===== src/pkg/scr_pkg.sv =====
/*
 * Package for the synthesizer configuration register bank: control codes,
 * field positions, reset values and the decoded configuration structs.
 * Assumes 32-bit serial words, control code in the three lowest bits.
 */
`default_nettype none

package scr_pkg;

    localparam int WORD_W = 32;

    // Control codes in bits 2:0 of every word
    localparam logic [2:0] CODE_MAIN = 3'h0;
    localparam logic [2:0] CODE_REFCP = 3'h2;
    localparam logic [2:0] CODE_CLKDIV = 3'h3;
    localparam logic [2:0] CODE_OUTSTG = 3'h4;
    localparam logic [2:0] CODE_LOCKPIN = 3'h5;
    localparam int CODE_LSB = 0;
    localparam int CODE_MSB = 2;

    // Charge pump and reference word: double buffer enable
    localparam int REFCP_DBUF_BIT = 13;

    // Clock divider word
    localparam int CD_FAST_BANDSEL_BIT = 23;
    localparam int CD_ABP_BIT = 22;
    localparam int CD_CHG_CANCEL_BIT = 21;
    localparam int CD_CSR_BIT = 18;
    localparam int CD_MODE_MSB = 16;
    localparam int CD_MODE_LSB = 15;
    localparam int CD_VALUE_MSB = 14;
    localparam int CD_VALUE_LSB = 3;

    // Output stage word
    localparam int OS_FB_DIRECT_BIT = 23;
    localparam int OS_RFDIV_MSB = 22;
    localparam int OS_RFDIV_LSB = 20;
    localparam int OS_BSDIV_MSB = 19;
    localparam int OS_BSDIV_LSB = 12;
    localparam int OS_VCO_PD_BIT = 11;
    localparam int OS_MUTE_BIT = 10;
    localparam int OS_AUX_FUND_BIT = 9;
    localparam int OS_AUX_EN_BIT = 8;
    localparam int OS_AUX_PWR_MSB = 7;
    localparam int OS_AUX_PWR_LSB = 6;
    localparam int OS_RF_EN_BIT = 5;
    localparam int OS_RF_PWR_MSB = 4;
    localparam int OS_RF_PWR_LSB = 3;

    // Lock pin word
    localparam int LP_MODE_MSB = 23;
    localparam int LP_MODE_LSB = 22;

    typedef enum logic [1:0] {
        CDM_OFF = 2'b00,
        CDM_FAST_LOCK = 2'b01,
        CDM_RESYNC = 2'b10,
        CDM_RSVD = 2'b11
    } scr_cdmode_e;

    typedef struct packed {
        logic fast_bandsel;
        logic antibacklash_width_sel;
        logic charge_cancel;
        logic cycle_slip_reduction;
        scr_cdmode_e clkdiv_mode;
        logic [11:0] clkdiv_value;
    } scr_clkdiv_s;

    typedef struct packed {
        logic fb_direct;
        logic [2:0] rf_div_sel;
        logic [7:0] bandsel_div;
        logic vco_pd;
        logic mute_until_locked;
        logic aux_fundamental;
        logic aux_en;
        logic [1:0] aux_pwr;
        logic rf_en;
        logic [1:0] rf_pwr;
    } scr_outstg_s;

    localparam scr_clkdiv_s CLKDIV_RST = '0;
    localparam scr_outstg_s OUTSTG_RST = '0;
    localparam logic [1:0] LOCKPIN_RST = 2'h0;
    localparam logic [2:0] RFDIV_RST = 3'h0;
    localparam logic [WORD_W-1:0] SHIFT_RST = 32'h0000_0000;

endpackage : scr_pkg

`default_nettype wire


===== src/hdl/scr_config_regs.sv =====
/*
 * Configuration register bank for words with control codes 011, 100, 101.
 * Three-wire serial port (clock, data, load enable) is sampled on CLK_SYS.
 * Assumes CLK_SYS is much faster than the serial clock; lock detect and
 * clock enable come from logic on CLK_SYS.
 */
// Behaviour
// - Codes 011, 100, 101 route word to clock-divider, output-stage, lock-pin
// - Clock-divider bit 23 selects faster band selection sequence
// - Clock-divider bit 22 selects 3 ns antibacklash pulse, else 6 ns
// - Clock-divider bit 21 enables charge pump charge cancellation
// - Clock-divider bit 18 enables cycle slip reduction
// - Mode bits 16:15: 10 resync, 01 fast lock, 00 divider off
// - Twelve-bit value at bits 14:3 is resync and fast lock timeout
// - Output-stage bit 23 feeds N counter from oscillator directly
// - Output-stage bits 22:20 select RF output divider ratio
// - RF divider select double buffered until main word when enabled
// - Bits 19:12 divide reference output for band select clock
// - Output-stage bit 11 powers the oscillator down
// - Bit 10 holds RF output supply off until lock
// - Bit 9 selects auxiliary source: divider or fundamental
// - Bit 8 enables the auxiliary output
// - Bit 5 enables the primary output
// - Bits 7:6 auxiliary power, bits 4:3 primary power
// - Lock-pin word bits 23:22 select lock indicator pin function
`timescale 1ns/1ps
`default_nettype none

module scr_config_regs (
    input wire logic CLK_SYS,
    input wire logic ARST_N,
    input wire logic CE,
    input wire logic SER_CLK,
    input wire logic SER_DATA,
    input wire logic SER_LOAD,
    input wire logic LOCK_DET,
    output var scr_pkg::scr_clkdiv_s CLKDIV_CFG,
    output var scr_pkg::scr_outstg_s OUTSTG_CFG,
    output logic [2:0] RF_DIV_ACTIVE,
    output logic [1:0] LOCK_INDICATOR_PIN_MODE,
    output logic PHASE_RESYNC_EN,
    output logic FAST_LOCK_EN,
    output logic RF_SUPPLY_ON,
    output logic DBUF_EN
);
    import scr_pkg::*;

    function automatic logic [2:0] word_code(input logic [WORD_W-1:0] w);
        return w[CODE_MSB:CODE_LSB];
    endfunction

    logic [2:0] clk_sync1;
    logic [2:0] clk_sync2;
    logic clk_prev;
    logic load_prev;
    logic [WORD_W-1:0] shift;
    logic [2:0] rf_div_pending;
    logic clk_rise;
    logic latch_go;
    logic [2:0] code;
    scr_cdmode_e next_mode;

    // Pins: index 0 clock, 1 data, 2 load
    always_ff @(posedge CLK_SYS or negedge ARST_N) begin
        if (!ARST_N) begin
            clk_sync1 <= 3'h0;
            clk_sync2 <= 3'h0;
            clk_prev <= 1'b0;
            load_prev <= 1'b0;
        end else if (CE) begin
            clk_sync1 <= {SER_LOAD, SER_DATA, SER_CLK};
            clk_sync2 <= clk_sync1;
            clk_prev <= clk_sync2[0];
            load_prev <= clk_sync2[2];
        end
    end

    assign clk_rise = CE && clk_sync2[0] && !clk_prev;
    assign latch_go = CE && clk_sync2[2] && !load_prev;
    assign code = word_code(shift);
    assign next_mode = scr_cdmode_e'(shift[CD_MODE_MSB:CD_MODE_LSB]);

    // Serial word, most significant bit first
    always_ff @(posedge CLK_SYS or negedge ARST_N) begin
        if (!ARST_N) begin
            shift <= SHIFT_RST;
        end else if (clk_rise) begin
            shift <= {shift[WORD_W-2:0], clk_sync2[1]};
        end
    end

    // Clock-divider word
    always_ff @(posedge CLK_SYS or negedge ARST_N) begin
        if (!ARST_N) begin
            CLKDIV_CFG <= CLKDIV_RST;
            PHASE_RESYNC_EN <= 1'b0;
            FAST_LOCK_EN <= 1'b0;
        end else if (latch_go && code == CODE_CLKDIV) begin
            CLKDIV_CFG.fast_bandsel <= shift[CD_FAST_BANDSEL_BIT];
            CLKDIV_CFG.antibacklash_width_sel <= shift[CD_ABP_BIT];
            CLKDIV_CFG.charge_cancel <= shift[CD_CHG_CANCEL_BIT];
            CLKDIV_CFG.cycle_slip_reduction <= shift[CD_CSR_BIT];
            CLKDIV_CFG.clkdiv_mode <= next_mode;
            CLKDIV_CFG.clkdiv_value <= shift[CD_VALUE_MSB:CD_VALUE_LSB];
            PHASE_RESYNC_EN <= (next_mode == CDM_RESYNC);
            FAST_LOCK_EN <= (next_mode == CDM_FAST_LOCK);
        end
    end

    // Output-stage word
    always_ff @(posedge CLK_SYS or negedge ARST_N) begin
        if (!ARST_N) begin
            OUTSTG_CFG <= OUTSTG_RST;
        end else if (latch_go && code == CODE_OUTSTG) begin
            OUTSTG_CFG.fb_direct <= shift[OS_FB_DIRECT_BIT];
            OUTSTG_CFG.rf_div_sel <= shift[OS_RFDIV_MSB:OS_RFDIV_LSB];
            OUTSTG_CFG.bandsel_div <= shift[OS_BSDIV_MSB:OS_BSDIV_LSB];
            OUTSTG_CFG.vco_pd <= shift[OS_VCO_PD_BIT];
            OUTSTG_CFG.mute_until_locked <= shift[OS_MUTE_BIT];
            OUTSTG_CFG.aux_fundamental <= shift[OS_AUX_FUND_BIT];
            OUTSTG_CFG.aux_en <= shift[OS_AUX_EN_BIT];
            OUTSTG_CFG.aux_pwr <= shift[OS_AUX_PWR_MSB:OS_AUX_PWR_LSB];
            OUTSTG_CFG.rf_en <= shift[OS_RF_EN_BIT];
            OUTSTG_CFG.rf_pwr <= shift[OS_RF_PWR_MSB:OS_RF_PWR_LSB];
        end
    end

    // Lock-pin word
    always_ff @(posedge CLK_SYS or negedge ARST_N) begin
        if (!ARST_N) begin
            LOCK_INDICATOR_PIN_MODE <= LOCKPIN_RST;
        end else if (latch_go && code == CODE_LOCKPIN) begin
            LOCK_INDICATOR_PIN_MODE <= shift[LP_MODE_MSB:LP_MODE_LSB];
        end
    end

    // Double buffer enable snooped from the reference word
    always_ff @(posedge CLK_SYS or negedge ARST_N) begin
        if (!ARST_N) begin
            DBUF_EN <= 1'b0;
        end else if (latch_go && code == CODE_REFCP) begin
            DBUF_EN <= shift[REFCP_DBUF_BIT];
        end
    end

    // RF divider: pending copy, applied now or on next main word
    always_ff @(posedge CLK_SYS or negedge ARST_N) begin
        if (!ARST_N) begin
            rf_div_pending <= RFDIV_RST;
            RF_DIV_ACTIVE <= RFDIV_RST;
        end else if (latch_go) begin
            if (code == CODE_OUTSTG) begin
                rf_div_pending <= shift[OS_RFDIV_MSB:OS_RFDIV_LSB];
                if (!DBUF_EN) begin
                    RF_DIV_ACTIVE <= shift[OS_RFDIV_MSB:OS_RFDIV_LSB];
                end
            end else if (code == CODE_MAIN) begin
                RF_DIV_ACTIVE <= rf_div_pending;
            end
        end
    end

    // Output stage supply gated by lock when muting is requested
    always_ff @(posedge CLK_SYS or negedge ARST_N) begin
        if (!ARST_N) begin
            RF_SUPPLY_ON <= 1'b0;
        end else if (CE) begin
            RF_SUPPLY_ON <= !OUTSTG_CFG.mute_until_locked || LOCK_DET;
        end
    end

    chk_route_clkdiv_word: assert property (@(posedge CLK_SYS) disable iff (!ARST_N)
        latch_go && code == CODE_CLKDIV |=>
            CLKDIV_CFG.clkdiv_value == $past(shift[CD_VALUE_MSB:CD_VALUE_LSB])
            && CLKDIV_CFG.fast_bandsel == $past(shift[CD_FAST_BANDSEL_BIT]))
        else $error("clock divider word not stored");

    chk_other_words_hold: assert property (@(posedge CLK_SYS) disable iff (!ARST_N)
        latch_go && code == CODE_CLKDIV |=>
            $stable(OUTSTG_CFG) && $stable(LOCK_INDICATOR_PIN_MODE))
        else $error("unrelated word changed");

    chk_mode_decode_resync: assert property (@(posedge CLK_SYS) disable iff (!ARST_N)
        PHASE_RESYNC_EN == (CLKDIV_CFG.clkdiv_mode == CDM_RESYNC)
        && FAST_LOCK_EN == (CLKDIV_CFG.clkdiv_mode == CDM_FAST_LOCK))
        else $error("clock divider mode decode wrong");

    chk_mute_until_lock: assert property (@(posedge CLK_SYS) disable iff (!ARST_N)
        CE && OUTSTG_CFG.mute_until_locked && !LOCK_DET |=> !RF_SUPPLY_ON)
        else $error("output supply on before lock");

    chk_rfdiv_buffered_hold: assert property (@(posedge CLK_SYS) disable iff (!ARST_N)
        latch_go && code == CODE_OUTSTG && DBUF_EN |=> $stable(RF_DIV_ACTIVE))
        else $error("buffered divider applied early");

    chk_rfdiv_direct_apply: assert property (@(posedge CLK_SYS) disable iff (!ARST_N)
        latch_go && code == CODE_OUTSTG && !DBUF_EN |=>
            RF_DIV_ACTIVE == $past(shift[OS_RFDIV_MSB:OS_RFDIV_LSB]))
        else $error("divider select not applied");

    chk_rfdiv_main_apply: assert property (@(posedge CLK_SYS) disable iff (!ARST_N)
        latch_go && code == CODE_MAIN |=> RF_DIV_ACTIVE == $past(rf_div_pending))
        else $error("main word did not apply divider");

    chk_lock_pin_mode: assert property (@(posedge CLK_SYS) disable iff (!ARST_N)
        latch_go && code == CODE_LOCKPIN |=>
            LOCK_INDICATOR_PIN_MODE == $past(shift[LP_MODE_MSB:LP_MODE_LSB]))
        else $error("lock pin mode not stored");

    chk_output_stage_bits: assert property (@(posedge CLK_SYS) disable iff (!ARST_N)
        latch_go && code == CODE_OUTSTG |=>
            OUTSTG_CFG.aux_en == $past(shift[OS_AUX_EN_BIT])
            && OUTSTG_CFG.rf_en == $past(shift[OS_RF_EN_BIT]))
        else $error("output enables not stored");

    chk_clkdiv_abp_bit: assert property (@(posedge CLK_SYS) disable iff (!ARST_N)
        latch_go && code == CODE_CLKDIV |=>
            CLKDIV_CFG.antibacklash_width_sel == $past(shift[CD_ABP_BIT]))
        else $error("antibacklash select not stored");

    chk_clkdiv_chg_cancel: assert property (@(posedge CLK_SYS) disable iff (!ARST_N)
        latch_go && code == CODE_CLKDIV |=>
            CLKDIV_CFG.charge_cancel == $past(shift[CD_CHG_CANCEL_BIT]))
        else $error("charge cancel bit not stored");

    chk_clkdiv_csr_bit: assert property (@(posedge CLK_SYS) disable iff (!ARST_N)
        latch_go && code == CODE_CLKDIV |=>
            CLKDIV_CFG.cycle_slip_reduction == $past(shift[CD_CSR_BIT]))
        else $error("cycle slip bit not stored");

    chk_clkdiv_mode_field: assert property (@(posedge CLK_SYS) disable iff (!ARST_N)
        latch_go && code == CODE_CLKDIV |=>
            CLKDIV_CFG.clkdiv_mode == $past(shift[CD_MODE_MSB:CD_MODE_LSB]))
        else $error("clock divider mode not stored");

    chk_resync_mode_set: assert property (@(posedge CLK_SYS) disable iff (!ARST_N)
        latch_go && code == CODE_CLKDIV
            && shift[CD_MODE_MSB:CD_MODE_LSB] == 2'b10 |=>
            PHASE_RESYNC_EN && !FAST_LOCK_EN)
        else $error("resync mode not enabled");

    chk_fast_lock_set: assert property (@(posedge CLK_SYS) disable iff (!ARST_N)
        latch_go && code == CODE_CLKDIV
            && shift[CD_MODE_MSB:CD_MODE_LSB] == 2'b01 |=>
            FAST_LOCK_EN && !PHASE_RESYNC_EN)
        else $error("fast lock mode not enabled");

    chk_feedback_select: assert property (@(posedge CLK_SYS) disable iff (!ARST_N)
        latch_go && code == CODE_OUTSTG |=>
            OUTSTG_CFG.fb_direct == $past(shift[OS_FB_DIRECT_BIT]))
        else $error("feedback select not stored");

    chk_bandsel_divider: assert property (@(posedge CLK_SYS) disable iff (!ARST_N)
        latch_go && code == CODE_OUTSTG |=>
            OUTSTG_CFG.bandsel_div == $past(shift[OS_BSDIV_MSB:OS_BSDIV_LSB]))
        else $error("band select divider not stored");

    chk_vco_powerdown: assert property (@(posedge CLK_SYS) disable iff (!ARST_N)
        latch_go && code == CODE_OUTSTG |=>
            OUTSTG_CFG.vco_pd == $past(shift[OS_VCO_PD_BIT]))
        else $error("oscillator power down not stored");

    chk_aux_source_sel: assert property (@(posedge CLK_SYS) disable iff (!ARST_N)
        latch_go && code == CODE_OUTSTG |=>
            OUTSTG_CFG.aux_fundamental == $past(shift[OS_AUX_FUND_BIT]))
        else $error("auxiliary source not stored");

    chk_output_power_fields: assert property (@(posedge CLK_SYS) disable iff (!ARST_N)
        latch_go && code == CODE_OUTSTG |=>
            OUTSTG_CFG.aux_pwr == $past(shift[OS_AUX_PWR_MSB:OS_AUX_PWR_LSB])
            && OUTSTG_CFG.rf_pwr == $past(shift[OS_RF_PWR_MSB:OS_RF_PWR_LSB]))
        else $error("output power fields not stored");

    chk_outstg_write_isolated: assert property (@(posedge CLK_SYS) disable iff (!ARST_N)
        latch_go && code == CODE_OUTSTG |=>
            $stable(CLKDIV_CFG) && $stable(LOCK_INDICATOR_PIN_MODE))
        else $error("output stage write changed other word");

    chk_lockpin_write_isolated: assert property (@(posedge CLK_SYS) disable iff (!ARST_N)
        latch_go && code == CODE_LOCKPIN |=>
            $stable(CLKDIV_CFG) && $stable(OUTSTG_CFG))
        else $error("lock pin write changed other word");

    chk_refused_code_hold: assert property (@(posedge CLK_SYS) disable iff (!ARST_N)
        latch_go && (code == 3'h1 || code > CODE_LOCKPIN) |=>
            $stable(CLKDIV_CFG) && $stable(OUTSTG_CFG)
            && $stable(LOCK_INDICATOR_PIN_MODE) && $stable(RF_DIV_ACTIVE))
        else $error("unused code changed a word");

    chk_supply_on_unmuted: assert property (@(posedge CLK_SYS) disable iff (!ARST_N)
        CE && !OUTSTG_CFG.mute_until_locked |=> RF_SUPPLY_ON)
        else $error("output supply off without muting");

    chk_rfdiv_pending_capture: assert property (@(posedge CLK_SYS) disable iff (!ARST_N)
        latch_go && code == CODE_OUTSTG |=>
            rf_div_pending == $past(shift[OS_RFDIV_MSB:OS_RFDIV_LSB]))
        else $error("pending divider not captured");

    chk_dbuf_capture: assert property (@(posedge CLK_SYS) disable iff (!ARST_N)
        latch_go && code == CODE_REFCP |=>
            DBUF_EN == $past(shift[REFCP_DBUF_BIT]))
        else $error("double buffer enable not captured");

endmodule // scr_config_regs

`default_nettype wire


===== config.mk =====
export PLATFORM = sky130hd
export DESIGN_NAME = scr_config_regs
export DESIGN_NICKNAME = d
export VERILOG_FILES = /design/src/pkg/scr_pkg.sv /design/src/hdl/scr_config_regs.sv
export SDC_FILE = /design/constraint.sdc
export NUM_CORES = 1
export LEC_CHECK = 0
export BUFFER_PORTS_ARGS = -buffer_cell sky130_fd_sc_hd__clkbuf_2
export CORE_MARGIN = 3
export CORE_UTILIZATION = 55
export CTS_CLUSTER_DIAMETER = 40
export DETAILED_ROUTE_END_ITERATION = 7
export PLACE_DENSITY = 0.79
export SYNTH_ARGS = -nofsm -noshare
export SYNTH_HDL_FRONTEND = slang
export SYNTH_SLANG_ARGS = --single-unit

===== constraint.sdc =====
create_clock -name CLK_SYS -period 2.1 [get_ports CLK_SYS]
set_input_delay 0 -clock CLK_SYS [delete_from_list [all_inputs] [get_ports CLK_SYS]]
set_output_delay 0 -clock CLK_SYS [all_outputs]
set_load 0.01 [all_outputs]

* Word-level counts from Yosys, hierarchy flattened
Cells that the tools add are included.
Storage, ports and cells: input bits 7, register bits 83, logic and storage cells 54, output and inout bits 48
Operators by class: muxes and demuxes 3, equal/unequal tests 7, reduce and logical (&&, ||, !) cells 16
Operators with widths (count):
- 2-to-1 mux 3 bit | 3
- logical AND 1 bit | 8
- == test 3 x 2 -> 1 bit (second input constant) | 2
- == test 3 bit (second input constant) | 2
- logical NOT 1 bit | 3
- logical NOT 3 bit | 1
- AND reduction 3 bit | 1
- == test 2 x 1 -> 1 bit (second input constant) | 1
- == test 2 bit (second input constant) | 1
- != test 2 bit (second input constant) | 1
- AND reduction 2 bit | 1
- nonzero test 2 bit | 1
- logical OR 1 bit | 1

* Logic depth before layout (Yosys ltp)
Gate-level depths: netlist of the first run.
depth in word-level cells 3, mapped depth 4, depth with buffers taken out 3

* Worst setup path before layout of the first run
Ideal clock, no wire load.
path type register to register, start point register shift[0], end point register OUTSTG_CFG[0] (netlist bit), data required time 1975 ps, library setup time 125 ps, path slack 486 ps, data arrival time 1489 ps, stages on the path, launching flop included 5, path buffers 1, clock period less this slack 1614 ps, path through dfrtp_1 -> and2b_2 -> or3b_4 -> buf_6 -> mux2_4
On the way: longest elaborated chain between the ends 2
Ends and longest elaborated chain:
- from (decl) | line scr_config_regs.sv:56 | logic [WORD_W-1:0] shift;
- from (signal assigned) | line scr_config_regs.sv:88 | shift <= {shift[WORD_W-2:0], clk_sync2[1]};
- == test 3 bit | line scr_config_regs.sv:114 | end else if (latch_go && code == CODE_OUTSTG) begin
- logical AND 1 bit | line scr_config_regs.sv:114
- to (decl) | line scr_config_regs.sv:38 | output var scr_pkg::scr_outstg_s OUTSTG_CFG,
No other way between the ends. A chain may end at the register's enable or synchronous reset.

* Worst setup path in the final report of the first run
start point register shift[0], end point register OUTSTG_CFG[5] (netlist bit)
Same word-level chain as after synthesis.

==> impl_results.md, run 1 <==
- Antenna Cells: 0
- Worst Setup Start Kind: register
- Mapped Cells: 189
- Pwr/cell area: 921 nW/µm²
- Post-Syn Area: 3150 µm²
- RSZ-0062 raised after global routing: false
- CP delay by family, top: simple AND/OR/NAND/NOR gates
- EDFF count, synth: 0
- Post-cts resize count: 0
- Critical path's slowest cell: or3b_4
- Global Route Usage Sum: 0.177
- Synth warn: 0
- Initial Utilization: 0.594
- CTS tree: done
- GP Congestion: 0.773
- Die height: 81.7 µm
- Avg Inst Size Synth: 16.7 µm²
- Clk root buf: clkbuf_8
- Hold Startpoint: CE
- Clock buffer depth: 2
- WL final: 5160 µm
- Hold WS: 0.0766 ns
- Top cells by count, synth: 80 x dfrtp_1, 60 x mux2_2, 20 x mux2_4
- Seq cells post-synth: 80
- Worst hold stages: 2
- Dominant synthesized flop cell: dfrtp_1
- Sequential share of the synthesized area: 0.636
- Leakage: 0.00201 µW
- Core ar.: 5300 µm²
- Die W: 81.7 µm
- DR pass1 iterations: 4
- I/O Pins: 55
- Layout area overhead: 18.8%
- Worst-skew pair later-pin latency: 0.33 ns
- Clock Pin Slew Worst Setup and Hold Paths: 0.07 ns
- Hold EP: RF_SUPPLY_ON
- RR Startpoint: shift[0]
- Count leader, synth: dfrtp_1
- Worst vdd ir: 617 µV
- Largest net degree at the start of global routing: 81
- DPL Wire Length: 3450 µm
- Syn_nets: 196
- DR WL/cell: 15.6 µm
- Input/output buffers: 54
- CTS sink count: 80
- Crit path buf inv count: 0
- Slew Viols, Final: 0
- F_max: 568 MHz
- Layout cells sized above 1: 0.592
- Critical Path RT: 2.32 ns
- DR vias/cell: 5.18
- Min cycle time layout: 1.76 ns
- Clk_skew: 0.00701 ns
- First-pass GRT wire length: 8700 µm
- R2R Setup Slk: 0.34 ns
- Max-Cap Viols: 0
- TritonCTS Buffers: 9
- CP endpoint kind: register
- Share of the synthesized area in the top cell type: 0.636
- ANT nets after route: 0
- Critical path type: register to register
- H-Tree Depth: 3
- Fin Setup TNS: 0 ns
- Pwr Total: 3450 µW
- Worst slew margin: 0.359
- Row Count: 26
- # DRC: 0
- Async S/R FF share, synth: 1.00
- CP max FO: 21
- Via Count: 1709
- RR Endpoint: OUTSTG_CFG[5]
- Yosys top cell by area: dfrtp_1
- CP cell instances: and2b_2 > or3b_4 > mux2_4
- Final setup fails: 0
- Synth top area cells: dfrtp_1 64%, mux2_2 21%, mux2_4 9.5%
- Initial antenna violation count: 0
- CP peak stage delay: 0.58 ns
- Post-synth cell types: 21
- Worst Tran Pin Value: 0.961 ns
- Layout Nets: 262
- GRT overflow: 0
- Final Hold Viols: 0
- Data arrival time of the worst path: 1.98 ns
- Tightest Hold Check Type: input port to register
- Status: finished, final reports clean
- Die Area: 6670 µm²
- Crit share post-route: 0.838
- Vias in the first global route: 1745
- R2R depth: 3
- Initial DRC Count: 49
- Fillers: 366
worst max-delay path by stage:
stage | to | cells past startpoint | start
after floorplan | OUTSTG_CFG[0] | 4 | shift[0]
after global placement | OUTSTG_CFG[10] | 3 | shift[0]
after detailed placement | OUTSTG_CFG[9] | 3 | shift[0]
after CTS | OUTSTG_CFG[5] | 3 | shift[0]
after global routing | OUTSTG_CFG[5] | 3 | shift[0]
final | OUTSTG_CFG[5] | 3 | shift[0]
routing by layer:
metal  share of wire  global-route usage
met3           0.049              0.0428
met1            0.47               0.234
met2            0.46               0.275
met5               0                   0
met4           0.018              0.0897
cell usage in the layout, fill, tap and decap left out:
| cell type | Yosys | routed |
|---|---|---|
| or3b_4 | 1 | 1 |
| dfrtp_1 | 80 | 80 |
| a21oi_1 | 1 | 1 |
| nand2b_1 | 1 | 1 |
| clkinvlp_4 | 0 | 2 |
| mux2_2 | 60 | 60 |
| nand3b_1 | 2 | 2 |
| nor2b_1 | 2 | 2 |
| dlygate4sd3_1 | 0 | 5 |
| nand2_1 | 3 | 3 |
| bufinv_16 | 0 | 1 |
| and2b_2 | 1 | 1 |
| clkbuf_1 | 2 | 2 |
| mux2_4 | 20 | 20 |
| buf_4 | 0 | 4 |
| clkinv_4 | 0 | 1 |
| inv_1 | 3 | 3 |
| o21ai_0 | 2 | 2 |
| nor3_2 | 0 | 1 |
| nor2_1 | 1 | 1 |
| nor4b_1 | 1 | 1 |
| nor4_1 | 1 | 1 |
| a31oi_1 | 1 | 1 |
| clkbuf_8 | 0 | 10 |
| clkbuf_2 | 0 | 53 |
| nor3_1 | 2 | 1 |
area by class of cell:
| class | instances | area [µm²] | area share |
|---|---|---|---|
| clock buffers | 12 | 145 | 0.0388 |
| clock inverters | 4 | 53.8 | 0.0144 |
| inverters | 3 | 11.3 | 0.00301 |
| multi-input cells | 99 | 1100 | 0.293 |
| flip-flops and latches | 80 | 2000 | 0.535 |
| well taps | 70 | 87.6 | 0.0234 |
| repair buffers | 62 | 345 | 0.0923 |
cell families (layout without fill, tap and decap cells):
logic type,after synthesis,after routing,share of synthesized area
muxes,80,80,0.310
DFF,80,80,0.636
buffers and inverters,10,81,0.0175
AOI/OAI and AO/OA,4,4,0.00676
and+or+nand+nor,15,15,0.0298
worst register-to-register path: stages (launching register included):
cell     delay (ns)
dfrtp_1        0.43
and2b_2        0.27
or3b_4         0.58
mux2_4         0.37
state kept, by name, summed over array words and instances (netlist names):
register,count
OUTSTG_CFG,18
rf_div_pending,3
clk_prev,1
clk_sync1,3
shift,24
RF_SUPPLY_ON,1
LOCK_INDICATOR_PIN_MODE,2
FAST_LOCK_EN,1
load_prev,1
PHASE_RESYNC_EN,1
RF_DIV_ACTIVE,3
clk_sync2,3
CLKDIV_CFG,18
DBUF_EN,1
per-stage QoR:
stage	instances	instance area, µm²	util	worst slack [ns]
final	330	3740	0.706	0.340
after global routing	330	3740	0.706	0.270
after CTS	330	3740	0.706	0.333
after detailed placement	309	3490	0.659	0.335
after global placement	309	3490	0.659	0.384
after floorplan	189	3150	-	0.486
timing repair:
action / 4_1_cts / 5_1_grt
hold buffers: 5 / 0
endpoints found under the setup margin: 0 / 0
endpoints found under the hold margin: 84 / 0
buffers inserted: 0 / 0
power breakdown:
group,internal [µW],switching (µW),leakage (µW)
logic,265,205,0.000835
registers,1710,155,0.00108
clock network,585,521,0.0000928
Note: power is estimated with default switching activity, not from simulation.
==> run 2: changes to the inputs <==
--- a/config.mk
+++ b/config.mk
@@ -7,10 +7,10 @@
 export LEC_CHECK = 0
 export BUFFER_PORTS_ARGS = -buffer_cell sky130_fd_sc_hd__clkbuf_2
 export CORE_MARGIN = 3
-export CORE_UTILIZATION = 55
+export CORE_UTILIZATION = 50
 export CTS_CLUSTER_DIAMETER = 40
 export DETAILED_ROUTE_END_ITERATION = 7
-export PLACE_DENSITY = 0.79
+export PLACE_DENSITY = 0.75
 export SYNTH_ARGS = -nofsm -noshare
 export SYNTH_HDL_FRONTEND = slang
 export SYNTH_SLANG_ARGS = --single-unit
==> constraint.sdc (replaced) <==
create_clock -name CLK_SYS -period 1.6 [get_ports CLK_SYS]
set_input_delay 0 -clock CLK_SYS [delete_from_list [all_inputs] [get_ports CLK_SYS]]
set_output_delay 0 -clock CLK_SYS [all_outputs]
set_load 0.01 [all_outputs]
==> impl_results.md, run 2 (synthesis results as in run 1) <==
- Status: complete, but fails checks
- I/O Pins: 55
- First-pass GRT wire length: 9490 µm
- Critical path type: register to register
- Initial DRC Count: 85
- Worst slew margin: 0.665
- Internal Power: 3590 µW
- CP max FO: 21
- H-Tree Depth: 3
- Worst Slack Setup Final: -0.0366 ns
- Fillers: 456
- Layout Cells excl Fill: 345
- Worst Tran Pin Value: 0.502 ns
- # DRC: 0
- Die height: 85.3 µm
- Via Count: 1771
- CTS tree: done
- Worst-skew pair later-pin latency: 0.34 ns
- Seq pwr share: 0.507
- Input/output buffers: 54
- Layout Nets: 272
- Worst vdd ir: 614 µV
- Clk root buf: clkbuf_8
- Global Route Usage Sum: 0.169
- Max reg flops: 24
- CP endpoint kind: register
- GP Congestion: 0.770
- Initial antenna violation count: 0
- Comb power frac: 0.158
- Core ar.: 6030 µm²
- Die Area: 7280 µm²
- Clock buffer depth: 2
- Tightest Hold Check Type: input port to register
- Worst Setup Start Kind: register
- Violated checks: negative setup slack
- Layout cells sized above 1: 0.619
- Initial Utilization: 0.522
- DR WL/cell: 15.7 µm
- Switching Fraction: 0.252
- DR vias/cell: 5.13
- Layout area overhead: 23.9%
- CTS sink count: 80
- Leakage: 0.00210 µW
- Most frequent cells in the layout: 80 x dfrtp_1, 57 x mux2_2, 53 x clkbuf_2
- WL final: 5420 µm
- Clock network power share: 0.334
- Die W: 85.3 µm
- Vias in the first global route: 1894
- RSZ-0062 raised after global routing: true
- DPL Wire Length: 3730 µm
- Slew Viols, Final: 0
- Final setup fails: 26
- Setup Fix Bufs, Post-CTS: 0
- Pwr/cell area: 1230 nW/µm²
- GRT overflow: 0
- Pwr Total: 4800 µW
- Largest register by flop count: shift
- Crit share post-route: 1.02
- Data arrival time of the worst path: 1.86 ns
- DR pass1 iterations: 4
- Antenna Cells: 0
- ANT nets after route: 0
- Top Registers: shift x24, CLKDIV_CFG x18, OUTSTG_CFG x18
- Sw Pwr: 1210 µW
- Clock Pin Slew Worst Setup and Hold Paths: 0.08 ns
- Clk_skew: 0.00633 ns
- F_max: 611 MHz
- Placed cells: 324
- Min cycle time layout: 1.64 ns
- Max-Cap Viols: 0
- TritonCTS Buffers: 9
- Row Count: 28
- Critical Path RT: 1.83 ns
- Final Hold Viols: 0
- Largest net degree at the start of global routing: 40
- Most common cell after layout, fill and taps aside: dfrtp_1
run 2: cell count changes in the layout (fill, tap and decap cells not counted), sizes merged:
cell	change
bufinv	+1
clkinv	+2
clkbuf	-2
clkinvlp	-1
buf	+10
run 2: repair_timing:
| action | CTS | global route |
|---|---|---|
| hold buffers | 5 | 0 |
| gates resized for setup | 3 | 4 |
| endpoints found under the hold margin | 41 | 0 |
| endpoints found under the setup margin | 40 | 44 |
run 2: critical path, cell delays in order (launching register included):
cell      delay [ns]
dfrtp_1         0.39
nand3b_1        0.18
or3b_4          0.58
mux2_4          0.36
run 2: layout make-up:
cell class | instances | area, µm² | area share
clock buffers | 10 | 138 | 0.0353
clock inverters | 6 | 82.6 | 0.0212
inverters | 3 | 11.3 | 0.00289
multi-input cells | 99 | 1120 | 0.287
flip-flops and latches | 80 | 2000 | 0.513
well taps | 75 | 93.8 | 0.0241
repair buffers | 72 | 453 | 0.116
run 2: final timing paths:
kind | from | to | slack [ns] | cells after the start
max | load_prev | OUTSTG_CFG[9] | -0.04 | 3
min | CE | RF_SUPPLY_ON | 0.07 | 3
max reg2reg | load_prev | OUTSTG_CFG[9] | -0.04 | 3
min reg2reg | clk_sync2[1] | shift[0] | 0.50 | 1
max in group asynchronous | ARST_N | CLKDIV_CFG[3] | 0.89 | 3
min in group asynchronous | ARST_N | RF_DIV_ACTIVE[1] | 0.17 | 2
run 2: through the flow:
stage / instance area, µm² / TNS [ns] / hold slack (ns) / worst slack (ns) / utilization
2_1_floorplan: 3150 / -0.279 / -0.296 / -0.0139 / -
3_3_place_gp: 3600 / -0.412 / 0.00505 / -0.0227 / 0.597
3_5_place_dp: 3600 / -0.979 / 0.00563 / -0.0420 / 0.597
4_1_cts: 3880 / -1.05 / 0.0571 / -0.0493 / 0.644
5_1_grt: 3900 / -2.41 / 0.101 / -0.0860 / 0.647
6_report: 3900 / -0.560 / 0.0723 / -0.0366 / 0.647
run 2: power groups by stage:
| stage | sequential (µW) | combinational (µW) | clock, µW |
|---|---|---|---|
| finish | 2440 | 761 | 1610 |
| global route | 2470 | 842 | 1730 |
| CTS | 2430 | 761 | 1660 |
| detailed placement | 2470 | 735 | 0 |
| global placement | 2470 | 719 | 0 |
| floorplan | 2470 | 401 | 0 |
run 2: routing by layer:
| layer | part of all wire | wire (µm) | global-route usage | vias up |
|---|---|---|---|---|
| met3 | 0.060 | 326 | 0.0573 | 6 |
| met4 | 0.012 | 65 | 0.0604 | 0 |
| met1 | 0.46 | 2480 | 0.234 | 900 |
| met5 | 0 | 0 | 0 | - |
| met2 | 0.47 | 2550 | 0.249 | 44 |
| li1 | - | - | - | 821 |
==> run 3: changes to the inputs <==
--- a/config.mk
+++ b/config.mk
@@ -11,6 +11,7 @@
 export CTS_CLUSTER_DIAMETER = 40
 export DETAILED_ROUTE_END_ITERATION = 7
 export PLACE_DENSITY = 0.75
+export SETUP_SLACK_MARGIN = 0.5
 export SYNTH_ARGS = -nofsm -noshare
 export SYNTH_HDL_FRONTEND = slang
 export SYNTH_SLANG_ARGS = --single-unit
==> impl_results.md, run 3 (synthesis results as in run 1) <==
- Status: complete, but fails checks
- Violated checks: negative setup slack
- Via Count: 1829
- Pwr/cell area: 1200 nW/µm²
- Final Hold Viols: 0
- Die Area: 7280 µm²
- Clock Pin Slew Worst Setup and Hold Paths: 0.08 ns
- Initial Utilization: 0.522
- Leakage: 0.00226 µW
- CTS sink count: 80
- F_max: 619 MHz
- Worst vdd ir: 766 µV
- Core ar.: 6030 µm²
- Layout Nets: 280
- Antenna Cells: 0
- Max-Cap Viols: 0
- Worst Setup Start Kind: register
- Row Count: 28
- GRT overflow: 0
- CTS tree: done
- DR vias/cell: 5.18
- Seq pwr share: 0.493
- Clk root buf: clkbuf_8
- Data arrival time of the worst path: 1.84 ns
- Initial antenna violation count: 0
- Worst Slack Setup Final: -0.0165 ns
- GP Congestion: 0.720
- First-pass GRT wire length: 10300 µm
- Top Registers: shift x24, CLKDIV_CFG x18, OUTSTG_CFG x18
- Switching Fraction: 0.274
- Worst-skew pair later-pin latency: 0.34 ns
- Hold Startpoint: CE
- Vias in the first global route: 1916
- Input/output buffers: 54
- I/O Pins: 55
- Critical Path RT: 1.82 ns
- Sw Pwr: 1390 µW
- Clock buffer depth: 2
- DR pass1 iterations: 4
- DR WL/cell: 18.2 µm
- Internal Power: 3700 µW
- Final core occ: 0.703
- CP max FO: 5
- Critical Path Start: load_prev
- Layout cells sized above 1: 0.640
- Final setup fails: 6
- Comb power frac: 0.213
- Fin Setup TNS: -0.0660 ns
- Layout area overhead: 34.5%
- CP endpoint kind: register
- ANT nets after route: 0
- Fillers: 399
- Critical path type: register to register
- WL final: 6440 µm
- Crit share post-route: 1.01
- Most frequent cells in the layout: 79 x dfrtp_1, 67 x mux2_4, 53 x clkbuf_2
- RR Startpoint: load_prev
- RSZ-0062 raised after global routing: true
- Worst slew margin: 0.717
- Largest net degree at the start of global routing: 33
- Most common cell after layout, fill and taps aside: dfrtp_1
- TritonCTS Buffers: 9
- Initial DRC Count: 75
- Min cycle time layout: 1.62 ns
- DPL Wire Length: 3770 µm
- Clock network power share: 0.294
- Worst Tran Pin Value: 0.425 ns
- Largest register by flop count: shift
- Tightest Hold Check Type: input port to register
- Die height: 85.3 µm
- Global Route Usage Sum: 0.185
- Slew Viols, Final: 0
- Clk_skew: 0.00575 ns
- Max reg flops: 24
- Die W: 85.3 µm
- # DRC: 0
- H-Tree Depth: 3
run 3: cell count changes in the layout (fill, tap and decap cells not counted), sizes merged:
cell,change
or3b,+2
clkinv,-3
clkbuf,+4
bufinv,-1
buf,+5
dlygate4sd3,+1
run 3: final cells by class:
cell class,count,area [µm²],share of cell area
Clock buffer,14,163,0.0384
Clock inverter,2,37.5,0.00887
Inverter,3,11.3,0.00266
Multi-Input combinational cell,101,1370,0.322
Sequential cell,80,2000,0.473
Tap cell,75,93.8,0.0222
Timing Repair Buffer,78,561,0.132
run 3: final timing paths:
check                           slack [ns]  depth (start not counted)                end
max in group asynchronous             0.84                          3   RF_DIV_ACTIVE[2]
worst max register to register       -0.02                          4  rf_div_pending[2]
worst max-delay path                 -0.02                          4  rf_div_pending[2]
min in group asynchronous             0.14                          2      CLKDIV_CFG[9]
worst min-delay path                  0.05                          3       RF_SUPPLY_ON
worst min register to register        0.50                          1           clk_prev
run 3: power groups by stage:
| stage | Clock [µW] | Sequential, µW | Combinational, µW |
|---|---|---|---|
| floorplan | 0 | 2480 | 469 |
| global placement | 0 | 2480 | 778 |
| detailed placement | 0 | 2490 | 797 |
| CTS | 1520 | 2460 | 951 |
| global route | 1630 | 2530 | 1150 |
| finish | 1500 | 2510 | 1090 |
run 3: critical path: stages (launching register included):
cell	delay (ns)
dfrtp_1	0.38
nand3b_1	0.19
buf_4	0.16
or3b_4	0.45
mux2_4	0.32
run 3: stage by stage:
step | hold slack [ns] | total power (µW) | area [µm²] | setup slack [ns] | cells
final | 0.0508 | 5090 | 4230 | -0.0165 | 353
after global routing | 0.0583 | 5320 | 4230 | -0.0568 | 353
after CTS | 0.0350 | 4940 | 4120 | 0.0123 | 351
after detailed placement | -0.0303 | 3290 | 3700 | -0.0327 | 323
after global placement | -0.0389 | 3260 | 3700 | -0.00995 | 323
after floorplan | -0.296 | 2950 | 3280 | -0.0139 | 189
run 3: repair_timing:
action / in CTS / in global routing
hold endpoints to repair: 65 / 0
resized for setup: 16 / 27
cloned: 3 / 1
hold buffers: 6 / 0
setup endpoints to repair: 70 / 71
buffers inserted: 3 / 1
run 3: metal layers:
metal / GRT usage / routed length (µm) / vias up / part of all wire
li1: - / - / 840 / -
met1: 0.263 / 3010 / 946 / 0.47
met2: 0.283 / 3160 / 39 / 0.49
met3: 0.0427 / 230 / 4 / 0.036
met4: 0.0590 / 41 / 0 / 0.0064
met5: 0 / 0 / - / 0
